File: config.mk
export PLATFORM = sky130hd
export DESIGN_NAME = stled_top
export DESIGN_NICKNAME = d
export VERILOG_FILES = /design/src/hw/stled_pkg.sv /design/src/hw/stled_top.sv
export SDC_FILE = /design/constraint.sdc
export NUM_CORES = 1
export LEC_CHECK = 0
export ABC_AREA = 1
export ABC_CLOCK_PERIOD_IN_PS = 1850
export BUFFER_PORTS_ARGS = -buffer_cell sky130_fd_sc_hd__buf_2
export CELL_PAD_IN_SITES_DETAIL_PLACEMENT = 2
export CELL_PAD_IN_SITES_GLOBAL_PLACEMENT = 2
export CORE_MARGIN = 2
export CORE_UTILIZATION = 35
export CTS_CLUSTER_DIAMETER = 80
export DETAILED_ROUTE_END_ITERATION = 10
export PLACE_DENSITY_LB_ADDON = 0.2
export SLEW_MARGIN = 10
export SYNTH_ARGS = -nofsm -noshare
export SYNTH_HDL_FRONTEND = slang
export SYNTH_SLANG_ARGS = --single-unit
File: constraint.sdc
create_clock -name mclk_in -period 1.85 [get_ports mclk_in]
set_input_delay 0.2775 -clock mclk_in [delete_from_list [all_inputs] [get_ports mclk_in]]
set_output_delay 0.2775 -clock mclk_in [all_outputs]
set_load 0.05 [all_outputs]
File: src/hw/stled_pkg.sv
// package: constants for the status and fault indicator block
package stled_pkg;

  // clock and timing
  localparam int unsigned CLK_HZ = 250_000_000;
  localparam int unsigned BOOT_TIME_MS = 2_000;
  localparam int unsigned SETTLE_TIME_MS = 10_000;
  localparam int unsigned SDO_MAX_MS = 150;
  localparam int unsigned BLINK_2HZ_HALF_MS = 250;
  localparam int unsigned BOOT_CYCLES = CLK_HZ / 1_000 * BOOT_TIME_MS;
  localparam int unsigned SETTLE_CYCLES = CLK_HZ / 1_000 * SETTLE_TIME_MS;
  localparam int unsigned SDO_MAX_CYCLES = CLK_HZ / 1_000 * SDO_MAX_MS;
  localparam int unsigned BLINK_HALF_CYCLES = CLK_HZ / 1_000 * BLINK_2HZ_HALF_MS;

  // register map (word addresses on the plain port)
  localparam logic [3:0] REG_CTRL = 4'h0;
  localparam logic [3:0] REG_STATUS = 4'h1;
  localparam logic [3:0] REG_ERRCODE = 4'h2;
  localparam logic [3:0] REG_IRQ_STAT = 4'h3;
  localparam logic [3:0] REG_IRQ_CLR = 4'h4;
  localparam logic [3:0] REG_IRQ_EN = 4'h5;
  localparam logic [3:0] REG_COND = 4'h6;

  // condition bit positions
  localparam int unsigned COND_W = 8;
  localparam int unsigned C_OC_A = 0;
  localparam int unsigned C_OC_B = 1;
  localparam int unsigned C_OPEN_A = 2;
  localparam int unsigned C_OPEN_B = 3;
  localparam int unsigned C_AI_CMD = 4;
  localparam int unsigned C_EXT_SENS = 5;
  localparam int unsigned C_POS_SENS = 6;
  localparam int unsigned C_SUPPLY = 7;

  // interrupt event bits
  localparam int unsigned IRQ_W = 4;
  localparam int unsigned IRQ_FAULT_SET = 0;
  localparam int unsigned IRQ_FAULT_CLR = 1;
  localparam int unsigned IRQ_WARN = 2;
  localparam int unsigned IRQ_SDO_LATE = 3;

  // error codes
  localparam logic [15:0] EC_NONE = 16'h0000;
  localparam logic [15:0] EC_COIL_A = 16'h5411;
  localparam logic [15:0] EC_COIL_B = 16'h5412;
  localparam logic [15:0] EC_AI_CMD = 16'h3420;
  localparam logic [15:0] EC_EXT_SENS = 16'h5230;
  localparam logic [15:0] EC_POS_SENS = 16'h7300;
  localparam logic [15:0] EC_SUPPLY = 16'h3410;

  // rgb bit order {red, green, blue}
  localparam logic [2:0] RGB_OFF = 3'h0;
  localparam logic [2:0] RGB_WHITE = 3'h7;
  localparam logic [2:0] RGB_GREEN = 3'h2;
  localparam logic [2:0] RGB_RED = 3'h4;
  localparam logic [2:0] RGB_BLUE = 3'h1;
  localparam logic [2:0] RGB_MAGENTA = 3'h5;

  // can bit rate select codes; code 7 (10 kbit/s) is refused
  localparam logic [2:0] RATE_1M = 3'h0;
  localparam logic [2:0] RATE_20K = 3'h6;
  localparam logic [2:0] RATE_10K = 3'h7;
  localparam logic [2:0] RATE_DEFAULT = 3'h2;

  typedef enum logic [2:0] {
    STLED_BOOT = 3'b001,
    STLED_RUN = 3'b010,
    STLED_FAULT = 3'b100
  } stled_mode_e;

endpackage

File: src/hw/stled_top.sv
// status and fault indicator controller for a proportional valve
`timescale 1ns/1ps

module stled_top #(
  parameter int unsigned BOOT_CYC = stled_pkg::BOOT_CYCLES,
  parameter int unsigned SETTLE_CYC = stled_pkg::SETTLE_CYCLES,
  parameter int unsigned SDO_CYC = stled_pkg::SDO_MAX_CYCLES,
  parameter int unsigned BLINK_CYC = stled_pkg::BLINK_HALF_CYCLES
)
(
  // clock and reset
  input wire logic mclk_in,
  input wire logic rst_b_in,
  // condition inputs from the valve electronics
  input wire logic [stled_pkg::COND_W-1:0] fault_cond_in,
  input wire logic warn_in,
  input wire logic bus_operational_in,
  input wire logic sdo_req_in,
  input wire logic sdo_done_in,
  // register port
  input wire logic [3:0] reg_addr_in,
  input wire logic [31:0] reg_wdata_in,
  input wire logic reg_wr_in,
  input wire logic reg_rd_in,
  output logic [31:0] reg_rdata_out,
  // indicators and valve control
  output logic [2:0] power_indicator_out,
  output logic fault_indicator_out,
  output logic bus_indicator_out,
  output logic spool_neutral_out,
  output logic [2:0] can_rate_out,
  output logic sdo_timeout_out,
  output logic irq_out
);

  localparam int unsigned CW = 32;

  ////////////////////////////////////////////////////////////////////////
  // shared blink timebase

  logic [CW-1:0] blink_cnt;
  logic [CW-1:0] next_blink_cnt;
  logic blink_2hz;
  logic next_blink_2hz;
  logic blink_1hz;
  logic next_blink_1hz;

  // one counter feeds both rates so every lamp toggles in phase
  always_comb
  begin
    next_blink_cnt = blink_cnt + CW'(1);
    next_blink_2hz = blink_2hz;
    next_blink_1hz = blink_1hz;
    if (blink_cnt >= CW'(BLINK_CYC - 1))
    begin
      next_blink_cnt = '0;
      next_blink_2hz = ~blink_2hz;
      if (blink_2hz)
        next_blink_1hz = ~blink_1hz;
    end
  end

  always_ff @(posedge mclk_in or negedge rst_b_in)
  begin
    if (!rst_b_in)
    begin
      blink_cnt <= '0;
      blink_2hz <= 1'b0;
      blink_1hz <= 1'b0;
    end
    else
    begin
      blink_cnt <= next_blink_cnt;
      blink_2hz <= next_blink_2hz;
      blink_1hz <= next_blink_1hz;
    end
  end

  ////////////////////////////////////////////////////////////////////////
  // mode sequencing: boot, run, fault with settle delay

  stled_pkg::stled_mode_e mode;
  stled_pkg::stled_mode_e next_mode;
  logic [CW-1:0] mode_cnt;
  logic [CW-1:0] next_mode_cnt;
  logic any_fault;

  assign any_fault = |fault_cond_in;

  always_comb
  begin
    next_mode = mode;
    next_mode_cnt = mode_cnt;
    unique case (mode)
      stled_pkg::STLED_BOOT:
      begin
        next_mode_cnt = mode_cnt + CW'(1);
        if (mode_cnt >= CW'(BOOT_CYC - 1))
        begin
          next_mode_cnt = '0;
          next_mode = any_fault ? stled_pkg::STLED_FAULT : stled_pkg::STLED_RUN;
        end
      end
      stled_pkg::STLED_RUN:
      begin
        next_mode_cnt = '0;
        if (any_fault)
          next_mode = stled_pkg::STLED_FAULT;
      end
      stled_pkg::STLED_FAULT:
      begin
        // settle count restarts whenever the fault reappears
        if (any_fault)
          next_mode_cnt = '0;
        else if (mode_cnt >= CW'(SETTLE_CYC - 1))
        begin
          next_mode_cnt = '0;
          next_mode = stled_pkg::STLED_RUN;
        end
        else
          next_mode_cnt = mode_cnt + CW'(1);
      end
    endcase
  end

  always_ff @(posedge mclk_in or negedge rst_b_in)
  begin
    if (!rst_b_in)
    begin
      mode <= stled_pkg::STLED_BOOT;
      mode_cnt <= '0;
    end
    else
    begin
      mode <= next_mode;
      mode_cnt <= next_mode_cnt;
    end
  end

  ////////////////////////////////////////////////////////////////////////
  // indicator pattern and error code

  logic [2:0] next_power;
  logic next_fault_led;
  logic next_bus_led;
  logic next_neutral;
  logic [15:0] next_errcode;
  logic [15:0] errcode;
  logic [3:0] n_active;
  logic multi;

  always_comb
  begin
    n_active = {3'h0, warn_in};
    for (int i = 0; i < stled_pkg::COND_W; i++)
      n_active = n_active + {3'h0, fault_cond_in[i]};
  end

  assign multi = n_active > 4'h1;

  always_comb
  begin
    next_power = stled_pkg::RGB_GREEN;
    next_fault_led = 1'b0;
    next_errcode = stled_pkg::EC_NONE;
    next_bus_led = bus_operational_in;
    // neutral held while fault present or still settling
    next_neutral = (mode == stled_pkg::STLED_FAULT) || any_fault;
    if (mode == stled_pkg::STLED_BOOT)
    begin
      next_power = stled_pkg::RGB_WHITE;
      next_fault_led = 1'b1;
      next_bus_led = 1'b1;
      next_neutral = any_fault;
    end
    else if (fault_cond_in[stled_pkg::C_OC_A] || fault_cond_in[stled_pkg::C_OPEN_A])
    begin
      next_power = stled_pkg::RGB_BLUE;
      next_fault_led = fault_cond_in[stled_pkg::C_OC_A] ? blink_2hz : blink_1hz;
      next_errcode = stled_pkg::EC_COIL_A;
    end
    else if (fault_cond_in[stled_pkg::C_OC_B] || fault_cond_in[stled_pkg::C_OPEN_B])
    begin
      next_power = stled_pkg::RGB_MAGENTA;
      next_fault_led = fault_cond_in[stled_pkg::C_OC_B] ? blink_2hz : blink_1hz;
      next_errcode = stled_pkg::EC_COIL_B;
    end
    else if (fault_cond_in[stled_pkg::C_AI_CMD])
    begin
      next_power = blink_2hz ? stled_pkg::RGB_RED : stled_pkg::RGB_OFF;
      next_fault_led = blink_1hz;
      next_errcode = stled_pkg::EC_AI_CMD;
    end
    else if (fault_cond_in[stled_pkg::C_EXT_SENS])
    begin
      next_power = blink_1hz ? stled_pkg::RGB_RED : stled_pkg::RGB_OFF;
      next_fault_led = blink_1hz;
      next_errcode = stled_pkg::EC_EXT_SENS;
    end
    else if (fault_cond_in[stled_pkg::C_POS_SENS])
    begin
      next_power = blink_1hz ? stled_pkg::RGB_RED : stled_pkg::RGB_OFF;
      next_fault_led = blink_1hz;
      next_errcode = stled_pkg::EC_POS_SENS;
    end
    else if (fault_cond_in[stled_pkg::C_SUPPLY])
    begin
      next_power = blink_2hz ? stled_pkg::RGB_RED : stled_pkg::RGB_OFF;
      next_fault_led = 1'b1;
      next_errcode = stled_pkg::EC_SUPPLY;
    end
    // a lone warning changes nothing here; its pattern rows are not modelled
    // several conditions override the lamps only, so the leading fault keeps its code
    if (mode != stled_pkg::STLED_BOOT && multi)
    begin
      next_power = blink_2hz ? stled_pkg::RGB_RED : stled_pkg::RGB_OFF;
      next_fault_led = any_fault & blink_2hz;
    end
  end

  always_ff @(posedge mclk_in or negedge rst_b_in)
  begin
    if (!rst_b_in)
    begin
      power_indicator_out <= stled_pkg::RGB_WHITE;
      fault_indicator_out <= 1'b1;
      bus_indicator_out <= 1'b1;
      spool_neutral_out <= 1'b1;
      errcode <= stled_pkg::EC_NONE;
    end
    else
    begin
      power_indicator_out <= next_power;
      fault_indicator_out <= next_fault_led;
      bus_indicator_out <= next_bus_led;
      spool_neutral_out <= next_neutral;
      errcode <= next_errcode;
    end
  end

  ////////////////////////////////////////////////////////////////////////
  // sdo response watchdog

  logic sdo_busy;
  logic next_sdo_busy;
  logic [CW-1:0] sdo_cnt;
  logic [CW-1:0] next_sdo_cnt;
  logic next_sdo_to;
  logic sdo_late_evt;

  // late flag marks a breach of the answer bound to the firmware side
  always_comb
  begin
    next_sdo_busy = sdo_busy;
    next_sdo_cnt = sdo_cnt;
    next_sdo_to = sdo_timeout_out;
    sdo_late_evt = 1'b0;
    if (sdo_done_in)
    begin
      next_sdo_busy = 1'b0;
      next_sdo_to = 1'b0;
    end
    else if (sdo_req_in)
    begin
      next_sdo_busy = 1'b1;
      next_sdo_cnt = '0;
      next_sdo_to = 1'b0;
    end
    else if (sdo_busy)
    begin
      next_sdo_cnt = sdo_cnt + CW'(1);
      if (sdo_cnt == CW'(SDO_CYC - 1))
      begin
        next_sdo_to = 1'b1;
        sdo_late_evt = 1'b1;
      end
    end
  end

  always_ff @(posedge mclk_in or negedge rst_b_in)
  begin
    if (!rst_b_in)
    begin
      sdo_busy <= 1'b0;
      sdo_cnt <= '0;
      sdo_timeout_out <= 1'b0;
    end
    else
    begin
      sdo_busy <= next_sdo_busy;
      sdo_cnt <= next_sdo_cnt;
      sdo_timeout_out <= next_sdo_to;
    end
  end

  ////////////////////////////////////////////////////////////////////////
  // registers and interrupts

  logic [2:0] next_rate;
  logic [stled_pkg::IRQ_W-1:0] irq_stat;
  logic [stled_pkg::IRQ_W-1:0] next_irq_stat;
  logic [stled_pkg::IRQ_W-1:0] irq_en;
  logic [stled_pkg::IRQ_W-1:0] next_irq_en;
  logic [stled_pkg::IRQ_W-1:0] irq_evt;
  logic [31:0] next_rdata;
  logic prev_fault_mode;
  logic prev_warn;
  logic next_irq;

  assign irq_evt[stled_pkg::IRQ_FAULT_SET] = (mode == stled_pkg::STLED_FAULT) & ~prev_fault_mode;
  assign irq_evt[stled_pkg::IRQ_FAULT_CLR] = (mode != stled_pkg::STLED_FAULT) & prev_fault_mode;
  assign irq_evt[stled_pkg::IRQ_WARN] = warn_in & ~prev_warn;
  assign irq_evt[stled_pkg::IRQ_SDO_LATE] = sdo_late_evt;

  always_comb
  begin
    next_rate = can_rate_out;
    next_irq_en = irq_en;
    next_irq_stat = irq_stat;
    if (reg_wr_in && reg_addr_in == stled_pkg::REG_CTRL && reg_wdata_in[2:0] != stled_pkg::RATE_10K)
      next_rate = reg_wdata_in[2:0];
    if (reg_wr_in && reg_addr_in == stled_pkg::REG_IRQ_EN)
      next_irq_en = reg_wdata_in[stled_pkg::IRQ_W-1:0];
    if (reg_wr_in && reg_addr_in == stled_pkg::REG_IRQ_CLR)
      next_irq_stat = irq_stat & ~reg_wdata_in[stled_pkg::IRQ_W-1:0];
    // set wins over a clear in the same cycle
    next_irq_stat = next_irq_stat | irq_evt;
    next_irq = |(next_irq_stat & next_irq_en);
    next_rdata = '0;
    if (reg_rd_in)
    begin
      unique case (reg_addr_in)
        stled_pkg::REG_CTRL: next_rdata = {29'h0, can_rate_out};
        stled_pkg::REG_STATUS: next_rdata = {24'h0, sdo_timeout_out, spool_neutral_out, bus_operational_in,
                                             warn_in, 1'b0, mode};
        stled_pkg::REG_ERRCODE: next_rdata = {16'h0, errcode};
        stled_pkg::REG_IRQ_STAT: next_rdata = {28'h0, irq_stat};
        stled_pkg::REG_IRQ_EN: next_rdata = {28'h0, irq_en};
        stled_pkg::REG_COND: next_rdata = {24'h0, fault_cond_in};
        default: next_rdata = '0;
      endcase
    end
  end

  always_ff @(posedge mclk_in or negedge rst_b_in)
  begin
    if (!rst_b_in)
    begin
      can_rate_out <= stled_pkg::RATE_DEFAULT;
      irq_en <= '0;
      irq_stat <= '0;
      reg_rdata_out <= '0;
      irq_out <= 1'b0;
      prev_fault_mode <= 1'b0;
      prev_warn <= 1'b0;
    end
    else
    begin
      can_rate_out <= next_rate;
      irq_en <= next_irq_en;
      irq_stat <= next_irq_stat;
      reg_rdata_out <= next_rdata;
      irq_out <= next_irq;
      prev_fault_mode <= (mode == stled_pkg::STLED_FAULT);
      prev_warn <= warn_in;
    end
  end
endmodule

After elaboration in Yosys (flattened, before gate mapping)
Cells that the tools add are included.
{ "classes": {"addsub": 11, "order_cmp": 4, "n_eq_ne": 17, "mux": 56, "bitwise_logic": 13, "reduce_logical": 19} }
{ "op_table": {"columns": ["operator", "count"], "rows": [
  ["$mux W32", 6],
  ["$add A32 B1 Y32 const B", 3],
  ["$pmux W16 S6", 1],
  ["$pmux W32 S3", 1],
  ["$mux W15", 6],
  ["$mux W3", 15],
  ["$eq A32 B26 Y1 const B", 1],
  ["$ge A32 B26 Y1 const B", 1],
  ["$ge A32 B29 Y1 const B", 1],
  ["$ge A32 B32 Y1 const B", 1],
  ["$mux W1", 22],
  ["$add A4 B1 Y4", 5],
  ["$mux W16", 1],
  ["$mux W14", 1],
  ["$eq A4 B3 Y1 const B", 3],
  ["$pmux W3 S3", 1],
  ["$and A4 B4 Y4", 2],
  ["$eq A4 B2 Y1 const B", 2],
  ["$mux W4", 2],
  ["$ne A2 B2 Y1 const B", 4],
  ["$reduce_or A8 Y1", 1],
  ["$ne A3 B3 Y1 const B", 2],
  ["$reduce_and A2 Y1", 3],
  ["$reduce_bool A3 Y1", 2],
  ["19 further kinds", 33]
]} }
{ "totals": {"reg_bits": 171, "out_inout_bits": 43, "elab_cells": 140} }

Longest topological paths before layout
{ "logic_depth": {"depth_word": 11, "depth_mapped": 17, "ltp_nobuf": 17} }

Worst setup path after synthesis
Ideal clock, no wire load.
{ "synth_timing": {"path_kind": "input to register", "from": "in fault_cond_in[0] in the netlist's numbering", "to": "reg fault_indicator_out", "setup_time_ns": 0.084, "arrival_time_ns": 3.008, "setup_slack_ns": -1.242, "cell_stages": 17, "path_buffers": 0, "path_cell_list": "fa_1 > inv_1 > fa_1 > fa_1 > inv_1 > fa_1 > inv_1 > fa_1 > inv_1 > nand2_1 > nor2_1 > o2bb2ai_1 > nand2_1 > nand2_1 > nor2_1 > nand2_1 > nand3_1"} }
{ "synth_between": {"elab_chain_cells": 11} }
{ "synth_lines": {"columns": ["item", "line_no", "source"], "rows": [
  ["start, declared", "stled_top.sv:15", "input wire logic [stled_pkg::COND_W-1:0] fault_cond_in,"],
  ["$add A1 B1 Y2", "stled_top.sv:156", "n_active = n_active + {3'h0, fault_cond_in[i]};"],
  ["$add A2 B1 Y3", "stled_top.sv:156", null],
  ["$add A3 B1 Y4", "stled_top.sv:156", null],
  ["$add A4 B1 Y4 (5 in series)", "stled_top.sv:156", null],
  ["$gt A4 B1 Y1", "stled_top.sv:159", "assign multi = n_active > 4'h1;"],
  ["$logic_and A1 B1 Y1", "stled_top.sv:214", "if (mode != stled_pkg::STLED_BOOT && multi)"],
  ["$mux W1 (*)", "stled_top.sv:214", null],
  ["via next_fault_led", "stled_top.sv:144", "logic next_fault_led;"],
  ["end signal, assigned", "stled_top.sv:234", "fault_indicator_out <= next_fault_led;"],
  ["end, declared", "stled_top.sv:28", "output logic fault_indicator_out,"]
]} }
Mark *: on every way through the listed nets, which the timed path passes. The rest lies on a longest branch.
A chain may end at the register's enable or synchronous reset.

Worst setup path after layout
Ends and elaborated chain as after synthesis.

==> impl_metrics.py <==
metrics = {
    "global_route": {
        "antenna_found_initial": 0,
        "grt_usage_pct": 22.8,
        "grt_use_met1_pct": 29.3,
        "use_met2_pct": 40.2,
        "gr-max-usage-layer": "met2",
        "gr-total-overflow": 0,
        "use_met3_pct": 3.69,
        "grt_max_degree": 44,
        "grt_pass1_wl_um": 46300,
        "grt_pass1_vias": 8623,
    },
    "critical_path": {
        "crit_arrival_ps": 3320,
        "timing.rr.end": "irq_out$_DFF_PN0_",
        "r2r_cells": 9,
        "path_class": "input pin to flop",
        "worstSetupEndpoint": "fault_indicator_out$_DFF_PN1_",
        "required_ps": 2200,
        "critPathMaxFanout": 2,
        "end_kind": "flop",
        "reg2reg_from": "sdo_cnt[0]$_DFFE_PN0P_",
        "cp-startpoint": "fault_cond_in[0]",
        "r2r_setup_slack_ps": 110,
        "startpoint_type": "input pin",
    },
    "sta": {
        "skew_ps": 12.1,
        "period_share_pct": 161,
        "setup_violations": 4,
        "setup_slack_ps": -1130,
        "fin_tns_setup_ps": -4420,
        "fin_crit_ps": 2980,
        "tightest_slew_ps": 528,
        "rsz0062_at_grt": "yes",
        "finalHoldViolations": 0,
        "drv_slew": 0,
        "slew_headroom_pct": 64.8,
        "fmax_ghz": 0.336,
    },
    "detailed_routing": {
        "ant_nets": 0,
        "wl_per_cell_um": 18.6,
        "dr_total_vias": 7659,
        "drtPass1Iterations": 4,
        "drcViolationCount": 0,
        "wl_um": 28400,
        "viasPerCell": 5.02,
        "drt_iter0_drc": 370,
    },
    "cells_and_area": {
        "postLayoutCellArea_sq_um": 10400,
        "area_growth_pct": 21.7,
        "num_antenna_cells": 0,
        "nets": 1252,
        "fillers": 2823,
        "drive_above_1_share_pct": 22.5,
        "finalNonFillerCells": 1526,
    },
    "floorplanning": {
        "io_pins": 95,
        "fp.dieArea_sq_um": 25600,
        "die_h_um": 160,
        "start_util_pct": 35.4,
        "core_sq_um": 24100,
        "die_w_um": 160,
        "row_count": 57,
    },
    "synthesis": {
        "ys_ff_latch": 147,
        "netlist_area_sq_um": 8520,
        "yosysTopAreaCellShare_pct": 40.8,
        "synthFlopType": "dfrtp_1",
        "yosys-top-cells-area": "dfrtp_1, nand2_1, inv_1",
        "synth_enable_flop_cells": 0,
        "synthCells": 1072,
        "ys_types": 51,
        "synthArstFlopShare_pct": 100,
        "syn_area_per_cell_sq_um": 7.95,
        "synth_seq_area_share_pct": 43.3,
        "yosys_warnings": 0,
        "yosysTopAreaCell": "dfrtp_1",
    },
    "flow_run": {
        "maxCapViolCount": 0,
    },
    "clock_tree": {
        "cts.sinks": 147,
        "worstSkewPairLatency_ps": 430,
        "htreeDepth": 4,
        "cts_inserted_buffers": 17,
        "clkSlewWorstSetupHoldPaths_ps": 60,
        "cts_tree": "done",
        "clockRootBuffer": "clkbuf_16",
        "clockBufferDepth": 2,
    },
    "pwr": {
        "p_per_area_nw_per_um2": 814,
        "finalPower_mw": 8.44,
        "p_leak_nw": 4.50,
        "ir_drop_mv": 0.578,
    },
    "placement": {
        "placed_cell_area_sq_um": 9470,
        "pre_cts_ws_ps": -1610,
        "gp_congestion": 0.820,
        "dp_hpwl_um": 20900,
        "dp_cells": 1482,
        "port_buffers": 48,
    },
    "hold_path": {
        "hold_class": "input pin to flop",
    },
    "status": {
        "outcome": "finished, violations left",
        "violations": "setup timing",
    },
}
synth_stat cells, types with 8 or more instances:
library cell / instances
nand2_1: 219
inv_1: 140
dfrtp_1: 139
nor2_1: 132
nand3_1: 69
o21ai_0: 45
xor2_1: 37
a21oi_2: 33
nor3_1: 33
a21oi_1: 26
nand4_1: 25
buf_4: 18
inv_2: 17
xnor2_1: 13
o22ai_1: 12
nor2_2: 10
buf_6: 8
dfstp_2: 8
nor3_2: 8
nor4_1: 8
logic make-up (layout without fill, tap and decap cells):
group | after synthesis | in the layout | share of synthesized area, %
other cells | 1 | 24 | 0.0440
compound gates | 138 | 138 | 10.4
xor+xnor | 50 | 50 | 5.14
fa+ha+maj | 11 | 11 | 2.06
simple gates | 536 | 537 | 29.2
flops | 147 | 147 | 43.3
buf+inv | 189 | 295 | 9.88
routing by layer:
layer | part of all wire, % | up-vias
met4 | 1.3 | 0
met1 | 45 | 3884
met5 | 0 | -
li1 | - | 3648
met2 | 51 | 101
met3 | 2.6 | 26
power by group:
| group | leakage [nW] | total (mW) | switching (mW) | internal (mW) |
|---|---|---|---|---|
| clock | 0.301 | 3.83 | 1.53 | 2.30 |
| combinational | 2.27 | 1.14 | 0.831 | 0.313 |
| sequential | 1.94 | 3.47 | 0.0940 | 3.37 |
worst min path at each step:
stage,from,to,slack [ps],cells past startpoint
after floorplan,rst_b_in,blink_1hz$_DFFE_PN0P_,-20,0
after global placement,rst_b_in,sdo_cnt[0]$_DFFE_PN0P_,250,1
after detailed placement,rst_b_in,sdo_cnt[0]$_DFFE_PN0P_,250,1
after CTS,bus_operational_in,bus_indicator_out$_DFF_PN1_,60,3
after global routing,bus_operational_in,bus_indicator_out$_DFF_PN1_,70,3
final,bus_operational_in,bus_indicator_out$_DFF_PN1_,70,3
what timing repair did:
action,4_1_cts,5_1_grt
gates resized for setup,9,35
hold buffers,2,0
endpoints found under the hold margin,37,0
pin swaps,2,15
setup endpoints to repair,18,63
buffers inserted,1,8
cloned,1,0
placed cells by master (no fill, tap or decap), drive strengths merged, types with 6 or more instances in the layout:
master	Yosys	final
xnor2	13	13
nand3	77	77
nor3	42	42
o21ai	50	50
nand4	26	26
xor2	37	37
conb	1	24
dfrtp	139	139
a21oi	59	59
ha	6	6
clkbuf	2	20
nor2	147	147
inv	157	159
buf	30	104
nand2	226	227
o22ai	12	12
dfstp	8	8
nor4	9	9
sequential cells by signal, summed over array words and instances (netlist names):
| register | flops |
|---|---|
| can_rate_out | 3 |
| errcode | 10 |
| sdo_cnt | 32 |
| blink_cnt | 32 |
| prev_fault_mode | 1 |
| mode | 3 |
| irq_en | 4 |
| prev_warn | 1 |
| bus_indicator_out | 1 |
| blink_2hz | 1 |
| blink_1hz | 1 |
| mode_cnt | 32 |
| irq_stat | 4 |
| sdo_timeout_out | 1 |
| irq_out | 1 |
| sdo_busy | 1 |
| power_indicator_out | 3 |
| reg_rdata_out | 14 |
| spool_neutral_out | 1 |
| fault_indicator_out | 1 |
worst max-delay path, stage by stage:
cell,delay [ps]
buf_8,100
fa_1,520
inv_1,50
fa_1,490
fa_1,500
inv_2,70
fa_2,210
inv_2,50
fa_2,350
inv_2,70
nand2_2,60
nor2_4,100
o2bb2ai_4,120
nand2_2,100
nand2_4,80
nor2_4,40
nand2_1,70
nand3_1,60
area by class of cell:
class	count	area, sq um	area share [%]
clock buffers	20	447	4.31
clock inverters	12	180	1.74
inverters	157	589	5.68
multi-input cells	760	4260	41.1
flip-flops and latches	147	3690	35.6
well taps	324	405	3.91
repair buffers	106	797	7.69
stage by stage:
step,hold slack [ps],util [%]
floorplan,-18.1,-
global placement,249,39.3
detailed placement,247,39.3
CTS,63.9,42.2
global route,72.6,43.0
finish,70.2,43.0
Power figures use the tool's default switching activity.
